<file path="config.mk">
export PLATFORM = sky130hd
export DESIGN_NAME = dmr_mix_router
export DESIGN_NICKNAME = d
export VERILOG_FILES = /design/src/dmr_pkg.sv /design/src/dmr_mix_router.sv /design/src/dmr_sat_negate.sv /design/src/dmr_sidetone_scale.sv
export SDC_FILE = /design/constraint.sdc
export NUM_CORES = 2
export LEC_CHECK = 0
export CELL_PAD_IN_SITES_DETAIL_PLACEMENT = 1
export CELL_PAD_IN_SITES_GLOBAL_PLACEMENT = 2
export CORE_UTILIZATION = 30
export DETAILED_ROUTE_END_ITERATION = 12
export DONT_BUFFER_PORTS = 1
export GPL_ROUTABILITY_DRIVEN = 0
export MAX_ROUTING_LAYER = met4
export PLACE_DENSITY = 0.76
export SYNTH_ARGS = -nofsm -noshare
export SYNTH_HDL_FRONTEND = slang
export SYNTH_SLANG_ARGS = --single-unit
export TNS_END_PERCENT = 1
</file>
<file path="constraint.sdc">
create_clock -name pclk -period 10.8 [get_ports pclk]
set_input_delay 1.08 -clock pclk [delete_from_list [all_inputs] [get_ports pclk]]
set_output_delay 1.08 -clock pclk [all_outputs]
set_load 0.005 [all_outputs]
</file>
<file path="src/dmr_pkg.sv">
// Shared constants for the digital mixing and routing core.
// Assumes a 32-bit APB slave with one aligned word per register.
package dmr_pkg;

	// ==========================================================
	// Widths
	localparam int DATA_W = 24;
	localparam int REG_W  = 16;
	localparam int ADDR_W = 12;

	// ==========================================================
	// Register indices and byte addresses (address = index * 4)
	localparam logic [7:0] IDX_ROUTE    = 8'h18;
	localparam logic [7:0] IDX_SIDETONE = 8'h20;
	localparam logic [7:0] IDX_MICPOL   = 8'h26;
	localparam logic [7:0] IDX_STATUS   = 8'h30;
	localparam logic [ADDR_W-1:0] ADDR_ROUTE    = {2'h0, IDX_ROUTE, 2'h0};
	localparam logic [ADDR_W-1:0] ADDR_SIDETONE = {2'h0, IDX_SIDETONE, 2'h0};
	localparam logic [ADDR_W-1:0] ADDR_MICPOL   = {2'h0, IDX_MICPOL, 2'h0};
	localparam logic [ADDR_W-1:0] ADDR_STATUS   = {2'h0, IDX_STATUS, 2'h0};

	// ==========================================================
	// Field positions
	localparam int ROUTE_RXL_INV  = 12;
	localparam int ROUTE_RXR_INV  = 11;
	localparam int ROUTE_BOOST_LO = 9;
	localparam int ROUTE_TXL_SRC  = 7;
	localparam int ROUTE_TXR_SRC  = 6;
	localparam int ROUTE_RXL_SRC  = 5;
	localparam int ROUTE_RXR_SRC  = 4;
	localparam int ST_LVL_L_LO    = 8;
	localparam int ST_LVL_R_LO    = 4;
	localparam int ST_SRC_L_LO    = 2;
	localparam int ST_SRC_R_LO    = 0;
	localparam int MIC_INV_L      = 1;
	localparam int MIC_INV_R      = 0;
	localparam int STAT_CLIP_L    = 0;
	localparam int STAT_CLIP_R    = 1;

	// ==========================================================
	// Reset values and writable bits
	localparam logic [REG_W-1:0] ROUTE_RESET    = 16'h0050;
	localparam logic [REG_W-1:0] SIDETONE_RESET = 16'h0000;
	localparam logic [REG_W-1:0] MICPOL_RESET   = 16'h0000;
	localparam logic [REG_W-1:0] ROUTE_MASK     = 16'h1ef0;
	localparam logic [REG_W-1:0] SIDETONE_MASK  = 16'h0fff;
	localparam logic [REG_W-1:0] MICPOL_MASK    = 16'h0003;
	localparam logic [1:0]       STATUS_RESET   = 2'h0;

	// ==========================================================
	// Sidetone source codes and level limit
	typedef enum logic [1:0] {
		DMR_ST_NONE  = 2'h0,
		DMR_ST_LEFT  = 2'h1,
		DMR_ST_RIGHT = 2'h2,
		DMR_ST_RSVD  = 2'h3
	} dmr_st_src_e;
	localparam logic [3:0] ST_LEVEL_TOP = 4'hc;
	localparam int         ST_GAIN_FRAC = 15;

endpackage

</file>
<file path="src/dmr_mix_router.sv">
// Digital mixing and routing core: microphone to transmit routing,
// receive to converter routing, boost, polarity flips and sidetone.
// Assumes samples synchronous to pclk, each with a one-cycle valid.
//
// The APB register port was decided locally.
`timescale 1ns/10ps
module dmr_mix_router #(
	parameter int W = dmr_pkg::DATA_W
) (
	// Clock and reset
	input  wire logic                        pclk,
	input  wire logic                        presetn,
	// APB slave
	input  wire logic                        psel,
	input  wire logic                        penable,
	input  wire logic                        pwrite,
	input  wire logic [dmr_pkg::ADDR_W-1:0]  paddr,
	input  wire logic [31:0]                 pwdata,
	output logic [31:0]                      prdata,
	output logic                             pready,
	output logic                             pslverr,
	// Raw microphone samples for transmit
	input  wire logic                        mic_valid,
	input  wire logic signed [W-1:0]         mic_left,
	input  wire logic signed [W-1:0]         mic_right,
	// High-pass filtered microphone samples for sidetone
	input  wire logic                        hpf_valid,
	input  wire logic signed [W-1:0]         hpf_left,
	input  wire logic signed [W-1:0]         hpf_right,
	// Transmit channels to the audio interface
	output logic                             tx_valid,
	output logic signed [W-1:0]              tx_left,
	output logic signed [W-1:0]              tx_right,
	// Receive channels from the audio interface
	input  wire logic                        rx_valid,
	input  wire logic signed [W-1:0]         rx_left,
	input  wire logic signed [W-1:0]         rx_right,
	// Converter inputs
	output logic                             dac_valid,
	output logic signed [W-1:0]              dac_left,
	output logic signed [W-1:0]              dac_right
);

	logic [dmr_pkg::REG_W-1:0] interface_route_control;
	logic [dmr_pkg::REG_W-1:0] sidetone_control;
	logic [dmr_pkg::REG_W-1:0] mic_polarity_control;
	logic [1:0]                clip_status;
	logic                      wr_en;
	logic                      rd_hit;
	logic                      clear_clip;
	logic signed [W-1:0]       mic_l_pol;
	logic signed [W-1:0]       mic_r_pol;
	logic signed [W-1:0]       st_hold_l;
	logic signed [W-1:0]       st_hold_r;
	logic signed [W-1:0]       rx_pick_l;
	logic signed [W-1:0]       rx_pick_r;
	logic signed [W-1:0]       rx_pol_l;
	logic signed [W-1:0]       rx_pol_r;
	logic signed [W-1:0]       tone_l;
	logic signed [W-1:0]       tone_r;
	logic signed [W+4:0]       sum_l;
	logic signed [W+4:0]       sum_r;
	logic signed [W-1:0]       next_dac_left;
	logic signed [W-1:0]       next_dac_right;
	logic                      clip_l;
	logic                      clip_r;
	logic [1:0]                boost;

	// ==========================================================
	// APB slave: no wait states, error on unmapped addresses
	assign pready = 1'b1;
	assign wr_en  = psel && penable && pwrite;

	always_comb begin
		rd_hit = 1'b1;
		prdata = 32'h0000_0000;
		unique case (paddr)
			dmr_pkg::ADDR_ROUTE:    prdata[dmr_pkg::REG_W-1:0] = interface_route_control;
			dmr_pkg::ADDR_SIDETONE: prdata[dmr_pkg::REG_W-1:0] = sidetone_control;
			dmr_pkg::ADDR_MICPOL:   prdata[dmr_pkg::REG_W-1:0] = mic_polarity_control;
			dmr_pkg::ADDR_STATUS:   prdata[1:0] = clip_status;
			default:                rd_hit = 1'b0;
		endcase
	end

	assign pslverr = psel && penable && !rd_hit;

	// Routing register; unused bits stay zero
	always_ff @(posedge pclk or negedge presetn) begin
		if (!presetn) begin
			interface_route_control <= dmr_pkg::ROUTE_RESET;
		end else if (wr_en && paddr == dmr_pkg::ADDR_ROUTE) begin
			interface_route_control <= pwdata[dmr_pkg::REG_W-1:0] & dmr_pkg::ROUTE_MASK;
		end
	end

	// Sidetone register
	always_ff @(posedge pclk or negedge presetn) begin
		if (!presetn) begin
			sidetone_control <= dmr_pkg::SIDETONE_RESET;
		end else if (wr_en && paddr == dmr_pkg::ADDR_SIDETONE) begin
			sidetone_control <= pwdata[dmr_pkg::REG_W-1:0] & dmr_pkg::SIDETONE_MASK;
		end
	end

	// Microphone polarity register
	always_ff @(posedge pclk or negedge presetn) begin
		if (!presetn) begin
			mic_polarity_control <= dmr_pkg::MICPOL_RESET;
		end else if (wr_en && paddr == dmr_pkg::ADDR_MICPOL) begin
			mic_polarity_control <= pwdata[dmr_pkg::REG_W-1:0] & dmr_pkg::MICPOL_MASK;
		end
	end

	// Sticky clip flags, write one to clear; a new clip wins the clear
	assign clear_clip = wr_en && paddr == dmr_pkg::ADDR_STATUS;

	always_ff @(posedge pclk or negedge presetn) begin
		if (!presetn) begin
			clip_status <= dmr_pkg::STATUS_RESET;
		end else begin
			clip_status[dmr_pkg::STAT_CLIP_L] <= (rx_valid && clip_l) ||
				(clip_status[dmr_pkg::STAT_CLIP_L] &&
				 !(clear_clip && pwdata[dmr_pkg::STAT_CLIP_L]));
			clip_status[dmr_pkg::STAT_CLIP_R] <= (rx_valid && clip_r) ||
				(clip_status[dmr_pkg::STAT_CLIP_R] &&
				 !(clear_clip && pwdata[dmr_pkg::STAT_CLIP_R]));
		end
	end

	// ==========================================================
	// Transmit path: flip each mic, then pick per channel
	dmr_sat_negate #(.W(W)) u_mic_pol_l (
		.din  (mic_left),
		.flip (mic_polarity_control[dmr_pkg::MIC_INV_L]),
		.dout (mic_l_pol)
	);

	dmr_sat_negate #(.W(W)) u_mic_pol_r (
		.din  (mic_right),
		.flip (mic_polarity_control[dmr_pkg::MIC_INV_R]),
		.dout (mic_r_pol)
	);

	always_ff @(posedge pclk or negedge presetn) begin
		if (!presetn) begin
			tx_valid <= 1'b0;
			tx_left  <= '0;
			tx_right <= '0;
		end else begin
			tx_valid <= mic_valid;
			if (mic_valid) begin
				tx_left  <= interface_route_control[dmr_pkg::ROUTE_TXL_SRC] ?
					mic_r_pol : mic_l_pol;
				tx_right <= interface_route_control[dmr_pkg::ROUTE_TXR_SRC] ?
					mic_r_pol : mic_l_pol;
			end
		end
	end

	// ==========================================================
	// Sidetone: hold the latest filtered samples between frames
	always_ff @(posedge pclk or negedge presetn) begin
		if (!presetn) begin
			st_hold_l <= '0;
			st_hold_r <= '0;
		end else if (hpf_valid) begin
			st_hold_l <= hpf_left;
			st_hold_r <= hpf_right;
		end
	end

	dmr_sidetone_scale #(.W(W)) u_tone_l (
		.hpf_left  (st_hold_l),
		.hpf_right (st_hold_r),
		.source    (sidetone_control[dmr_pkg::ST_SRC_L_LO+:2]),
		.level     (sidetone_control[dmr_pkg::ST_LVL_L_LO+:4]),
		.tone      (tone_l)
	);

	dmr_sidetone_scale #(.W(W)) u_tone_r (
		.hpf_left  (st_hold_l),
		.hpf_right (st_hold_r),
		.source    (sidetone_control[dmr_pkg::ST_SRC_R_LO+:2]),
		.level     (sidetone_control[dmr_pkg::ST_LVL_R_LO+:4]),
		.tone      (tone_r)
	);

	// ==========================================================
	// Receive path: pick, flip, boost, add sidetone, saturate
	assign rx_pick_l = interface_route_control[dmr_pkg::ROUTE_RXL_SRC] ?
		rx_right : rx_left;
	assign rx_pick_r = interface_route_control[dmr_pkg::ROUTE_RXR_SRC] ?
		rx_right : rx_left;

	dmr_sat_negate #(.W(W)) u_rx_pol_l (
		.din  (rx_pick_l),
		.flip (interface_route_control[dmr_pkg::ROUTE_RXL_INV]),
		.dout (rx_pol_l)
	);

	dmr_sat_negate #(.W(W)) u_rx_pol_r (
		.din  (rx_pick_r),
		.flip (interface_route_control[dmr_pkg::ROUTE_RXR_INV]),
		.dout (rx_pol_r)
	);

	assign boost = interface_route_control[dmr_pkg::ROUTE_BOOST_LO+:2];

	// Each boost step is one bit of shift, about 6 dB; wide sum never wraps
	assign sum_l = ((W+5)'(rx_pol_l) <<< boost) + (W+5)'(tone_l);
	assign sum_r = ((W+5)'(rx_pol_r) <<< boost) + (W+5)'(tone_r);

	// Clamp to signed full scale
	function automatic logic signed [W-1:0] clamp(input logic signed [W+4:0] v);
		logic signed [W+4:0] hi;
		logic signed [W+4:0] lo;
		hi = (W+5)'({1'b0, {(W-1){1'b1}}});
		lo = -hi - (W+5)'(1);
		if (v > hi) begin
			clamp = {1'b0, {(W-1){1'b1}}};
		end else if (v < lo) begin
			clamp = {1'b1, {(W-1){1'b0}}};
		end else begin
			clamp = v[W-1:0];
		end
	endfunction

	assign next_dac_left  = clamp(sum_l);
	assign next_dac_right = clamp(sum_r);
	assign clip_l = (W+5)'(next_dac_left) != sum_l;
	assign clip_r = (W+5)'(next_dac_right) != sum_r;

	// Converter outputs, one cycle after the receive strobe
	always_ff @(posedge pclk or negedge presetn) begin
		if (!presetn) begin
			dac_valid <= 1'b0;
			dac_left  <= '0;
			dac_right <= '0;
		end else begin
			dac_valid <= rx_valid;
			if (rx_valid) begin
				dac_left  <= next_dac_left;
				dac_right <= next_dac_right;
			end
		end
	end

endmodule // dmr_mix_router

</file>
<file path="src/dmr_sat_negate.sv">
// Conditional polarity flip of one signed sample with saturation.
// Purely combinational; the caller registers the result.
`timescale 1ns/10ps
module dmr_sat_negate #(
	parameter int W = 24
) (
	// Sample in and control
	input  wire logic signed [W-1:0] din,
	input  wire logic                flip,
	// Sample out
	output logic signed [W-1:0]      dout
);

	// ==========================================================
	// Negation: the most negative code maps to the most positive
	always_comb begin
		if (!flip) begin
			dout = din;
		end else if (din == {1'b1, {(W-1){1'b0}}}) begin
			dout = {1'b0, {(W-1){1'b1}}};
		end else begin
			dout = -din;
		end
	end

endmodule // dmr_sat_negate

</file>
<file path="src/dmr_sidetone_scale.sv">
// Sidetone selection and level scaling for one converter path.
// Expects filtered microphone samples held stable by the caller.
`timescale 1ns/10ps
module dmr_sidetone_scale #(
	parameter int W = 24
) (
	// Filtered microphone samples
	input  wire logic signed [W-1:0] hpf_left,
	input  wire logic signed [W-1:0] hpf_right,
	// Controls
	input  wire logic [1:0]          source,
	input  wire logic [3:0]          level,
	// Scaled sidetone
	output logic signed [W-1:0]      tone
);

	logic signed [W-1:0]    picked;
	logic [15:0]            gain;
	logic signed [W+16:0]   product;

	// ==========================================================
	// Source pick; reserved code adds nothing
	always_comb begin
		unique case (dmr_pkg::dmr_st_src_e'(source))
			dmr_pkg::DMR_ST_LEFT:  picked = hpf_left;
			dmr_pkg::DMR_ST_RIGHT: picked = hpf_right;
			dmr_pkg::DMR_ST_NONE:  picked = '0;
			dmr_pkg::DMR_ST_RSVD:  picked = '0;
		endcase
	end

	// ==========================================================
	// Level code to linear gain, -36 dB to 0 dB in 3 dB steps
	always_comb begin
		unique case (level)
			4'h0:    gain = 16'h0207;
			4'h1:    gain = 16'h02de;
			4'h2:    gain = 16'h040c;
			4'h3:    gain = 16'h05b8;
			4'h4:    gain = 16'h0813;
			4'h5:    gain = 16'h0b68;
			4'h6:    gain = 16'h101d;
			4'h7:    gain = 16'h16c3;
			4'h8:    gain = 16'h2027;
			4'h9:    gain = 16'h2d6b;
			4'ha:    gain = 16'h4026;
			4'hb:    gain = 16'h5a9e;
			default: gain = 16'h8000;
		endcase
	end

	// Gain never exceeds unity, so the scaled sample fits W bits
	assign product = picked * $signed({1'b0, gain});
	assign tone    = product[W-1+dmr_pkg::ST_GAIN_FRAC:dmr_pkg::ST_GAIN_FRAC];

endmodule // dmr_sidetone_scale

</file>
==> PnR_summary.wiki <==
{| class="wikitable"
! Metric !! Value
|-
| Maximum fanout along the worst path || 11
|-
| Clock sink count || 170
|-
| Root Buffer Master || sky130_fd_sc_hd__clkbuf_16
|-
| Measured slew at the worst slew-check pin || around 1100 ps
|-
| Maximum number of pins on one net before global-route repair || roughly 170
|-
| Routed wirelength normalized by instance count || between 20 and 25 µm
|-
| Height of the die || 375 µm
|-
| Initial core utilization || a little under a third
|-
| Router iterations before antenna repair || 5
|-
| Unrepaired setup endpoints after global routing || true
|-
| Minimum setup slack in the final design || between 400 and 500 ps
|-
| Initial DRC count || ~2000
|-
| NumNets Final || about 6200
|-
| Layout cells sized above 1 || 11.5%
|-
| Outcome || finished clean
|-
| Final hold vios || 0
|-
| Number of instances in the synthesized netlist || just under 5000
|-
| Post-detailed-placement half-perimeter wirelength || about 130000 µm
|-
| Clk_skew || 21.1 ps
|-
| Max_cap viols || 0
|-
| Insertion delay of the later-clocked pin in the worst-skew pair || around 550 ps
|-
| Count of pins over their slew limit || 0
|-
| Power per Cell Area || 37.8 nW/µm²
|-
| FF+latch count, synth || 170
|-
| H-tree levels || 4
|-
| Met2 Use GR || a little over a third
|-
| Synth Flop Type || sky130_fd_sc_hd__dfrtp_1
|-
| Setup Viol. Count Final || 0
|-
| Aggregate negative setup slack || 0 ps
|-
| First-pass GRT wire length || ~230000 µm
|-
| Floorplan row count || around 140
|-
| Worst slack at placement || -791 ps
|-
| Area of the core || 138000 µm²
|-
| Standard cell with the maximum stage delay on the critical path || sky130_fd_sc_hd__fa_1
|-
| Deepest clock path buffer count || 2
|-
| Part of the cycle the worst path needs || 95.5%
|-
| Total wire length after detailed routing || 152000 µm
|-
| Data arrival at the endpoint of the critical path || 10740 ps
|-
| Hold Buf Count CTS || 0
|-
| Initial antenna violation count || 19
|-
| Classification of the worst-slack hold path || in2async
|-
| Number of vias per cell || between 5 and 6
|-
| Data required time of the critical path || roughly 11000 ps
|-
| Most used cell along the critical path || sky130_fd_sc_hd__buf_4
|-
| Die width || 375 µm
|-
| Fin cells || approximately 7000
|-
| Die Area || 141000 µm²
|-
| Static Leakage || between 20 and 25 nW
|-
| Min Tclk post-route || approximately 10000 ps
|-
| Max IR drop VDD || roughly 0.12 mV
|-
| Number of enable flip-flop cells after synthesis || 0
|-
| Worst-case headroom to the max-slew limit || about a quarter
|-
| CTS tree || yes
|-
| Longest individual stage delay on the worst path || 560 ps
|-
| Global route total overflow || 0
|-
| Global-route track usage on met3 || between 3 and 4%
|-
| Dpl cells || around 6800
|-
| I/O Pins || 328
|-
| CTS Buf Count || 17
|-
| Kind of critical path || reg2reg
|-
| Part of the Yosys area used for sequential elements || 10.2%
|-
| Yosys cell types || 90
|-
| Count of nets left with antenna violations after detail routing || 0
|-
| Syn Area/Cell || between 8 and 9 µm²
|-
| Area growth from synthesis to layout || 11.5%
|-
| Yosys warning total || 0
|-
| GR Util All Layers || between 20% and 30%
|-
| Met1 track demand over resource || just under 30%
|-
| Worst setup EP type || flop
|-
| Post-Synthesis Cell Area || 41700 µm²
|-
| Total of buffers placed on input and output ports || 0
|-
| Highest Clock Rate || slightly below 100 MHz
|-
| Via count of the first global-routing pass || ~38000
|-
| Top Usage Layer GRT || met2
|-
| Remaining DRCs || 0
|-
| Vias after detailed routing || ~35000
|-
| Async set-reset flop share out of synthesis || 100%
|-
| Worst setup SP type || flop
|-
| Overall power || 0.00176 W
|-
| Clk slew on worst S/H paths || about 90 ps
|}
[synth_stat cells (20+ instances only)]
cell type,instances,share of area [%]
sky130_fd_sc_hd__inv_1,838,7.5
sky130_fd_sc_hd__fa_1,728,35
sky130_fd_sc_hd__nand2_1,669,6.0
sky130_fd_sc_hd__nor2_1,454,4.1
sky130_fd_sc_hd__ha_1,258,7.7
sky130_fd_sc_hd__a21oi_1,200,2.4
sky130_fd_sc_hd__clkbuf_1,194,1.7
sky130_fd_sc_hd__dfrtp_1,168,10
sky130_fd_sc_hd__o21ai_0,140,1.7
sky130_fd_sc_hd__mux2_2,134,3.6
sky130_fd_sc_hd__xnor2_1,116,2.4
sky130_fd_sc_hd__mux2i_1,78,1.9
sky130_fd_sc_hd__nor3_1,75,0.90
sky130_fd_sc_hd__a22o_1,59,1.2
sky130_fd_sc_hd__nand3_1,55,0.66
sky130_fd_sc_hd__and2_1,53,0.79
sky130_fd_sc_hd__nand2b_1,53,0.79
sky130_fd_sc_hd__a22oi_1,52,0.94
sky130_fd_sc_hd__xor2_1,49,1.0
sky130_fd_sc_hd__a21o_1,44,0.79
sky130_fd_sc_hd__o21a_1,38,0.68
sky130_fd_sc_hd__nor2b_1,26,0.39
sky130_fd_sc_hd__a211oi_1,21,0.38
sky130_fd_sc_hd__buf_4,20,0.36
sky130_fd_sc_hd__or3_1,20,0.30
[what timing repair did]
action | 4_1_cts | 5_1_grt
cloned | 0 | 2
endpoints found under the setup margin | 31 | 48
buffers inserted | 0 | 6
endpoints found under the hold margin | 0 | 0
pin swaps | 2 | 15
gates resized for setup | 13 | 80
[metal layers]
layer,vias to the layer above,routed length [µm]
met1,18079,66000
met5,-,0
met4,0,5120
met3,171,7780
li1,15803,-
met2,766,72700
[worst paths after layout]
kind	startpoint	endpoint	slack, ps	depth (start not counted)
setup / recovery	sidetone_control[4]	clip_status[1]	490	48
hold / removal	presetn	dac_valid	260	0
setup reg to reg	sidetone_control[4]	clip_status[1]	490	48
hold reg to reg	dac_left[16]	dac_left[16]	550	2
max in group asynchronous	presetn	st_hold_r[2]	10030	0
min in group pclk	dac_left[16]	dac_left[16]	550	2
[cells in the final DEF, fill, tap and decap left out, drive strengths merged, types with 11 or more instances in the layout]
master / Yosys / routed
inv: 838 / 843
fa: 728 / 728
nand2: 669 / 669
nor2: 455 / 455
buf: 53 / 303
ha: 258 / 258
a21oi: 200 / 200
dfrtp: 168 / 168
o21ai: 152 / 152
mux2: 134 / 134
xnor2: 116 / 116
mux2i: 78 / 78
nor3: 76 / 76
a22o: 59 / 59
nand3: 56 / 56
and2: 53 / 53
nand2b: 53 / 53
a22oi: 52 / 52
xor2: 49 / 49
a21o: 44 / 44
o21a: 38 / 38
nor2b: 26 / 26
a211oi: 21 / 21
diode: 0 / 20
or3: 20 / 20
conb: 2 / 20
a31oi: 19 / 19
and3: 19 / 19
clkbuf: 194 / 19
o22ai: 19 / 19
nor3b: 19 / 19
o211ai: 17 / 17
nand4: 16 / 16
o21bai: 16 / 16
nor4: 15 / 15
o31ai: 14 / 14
or2: 13 / 13
nand3b: 12 / 12
or4: 11 / 11
[area by class of cell]
class | instances | area [µm²]
Clock inverter | 14 | 195
Clock buffer | 18 | 439
Tap cell | 1794 | 2240
Sequential cell | 170 | 4270
Antenna cell | 20 | 50.0
Timing Repair Buffer | 304 | 2480
Fill cell | 16190 | 91100
Multi-Input combinational cell | 3667 | 33700
Inverter | 839 | 3150
[power breakdown]
part | switching, W | internal, W
clock network | 0.000362 | 0.000340
logic | 0.000149 | 0.000130
registers | 0.0000853 | 0.000693
total | 0.000596 | 0.00116
[sequential cells by signal, indices dropped and copies added (netlist names)]
signal                   cells
tx_left                     24
tx_valid                     1
st_hold_l                   24
sidetone_control            12
mic_polarity_control         2
clip_status                  2
tx_right                    24
st_hold_r                   24
dac_valid                    1
dac_right                   24
dac_left                    24
interface_route_control      8
[critical path, delay by kind of cell, from the launching register on]
kind,cells,cell delay [ps]
AND/OR/NAND/NOR,8,1350
adder cells (fa/ha/maj),9,3380
XOR/XNOR,1,150
flip-flops,1,520
AO/OA/AOI/OAI,14,2770
buffers and inverters,16,1990
[stage by stage]
stage          hold WS (ps)  cell area [µm²]  util (%)
4_1_cts                 186            46100      33.5
6_report                260            46500      33.8
5_1_grt                 220            46500      33.8
2_1_floorplan           452            41800         -
3_5_place_dp            526            45400      33.0
3_3_place_gp            518            45400      33.0
[cell families (layout without fill, tap and decap cells)]
kind of cell	after synthesis	after routing	share of synthesized area, %
flops	170	170	10.2
fa+ha+maj	986	986	42.7
mux	212	212	5.49
other cells	2	40	0.0180
buf+inv	1086	1175	10.1
simple gates	1540	1540	16.4
compound gates	743	743	11.7
xor+xnor	166	166	3.52
(Power assumes the default switching activity.)
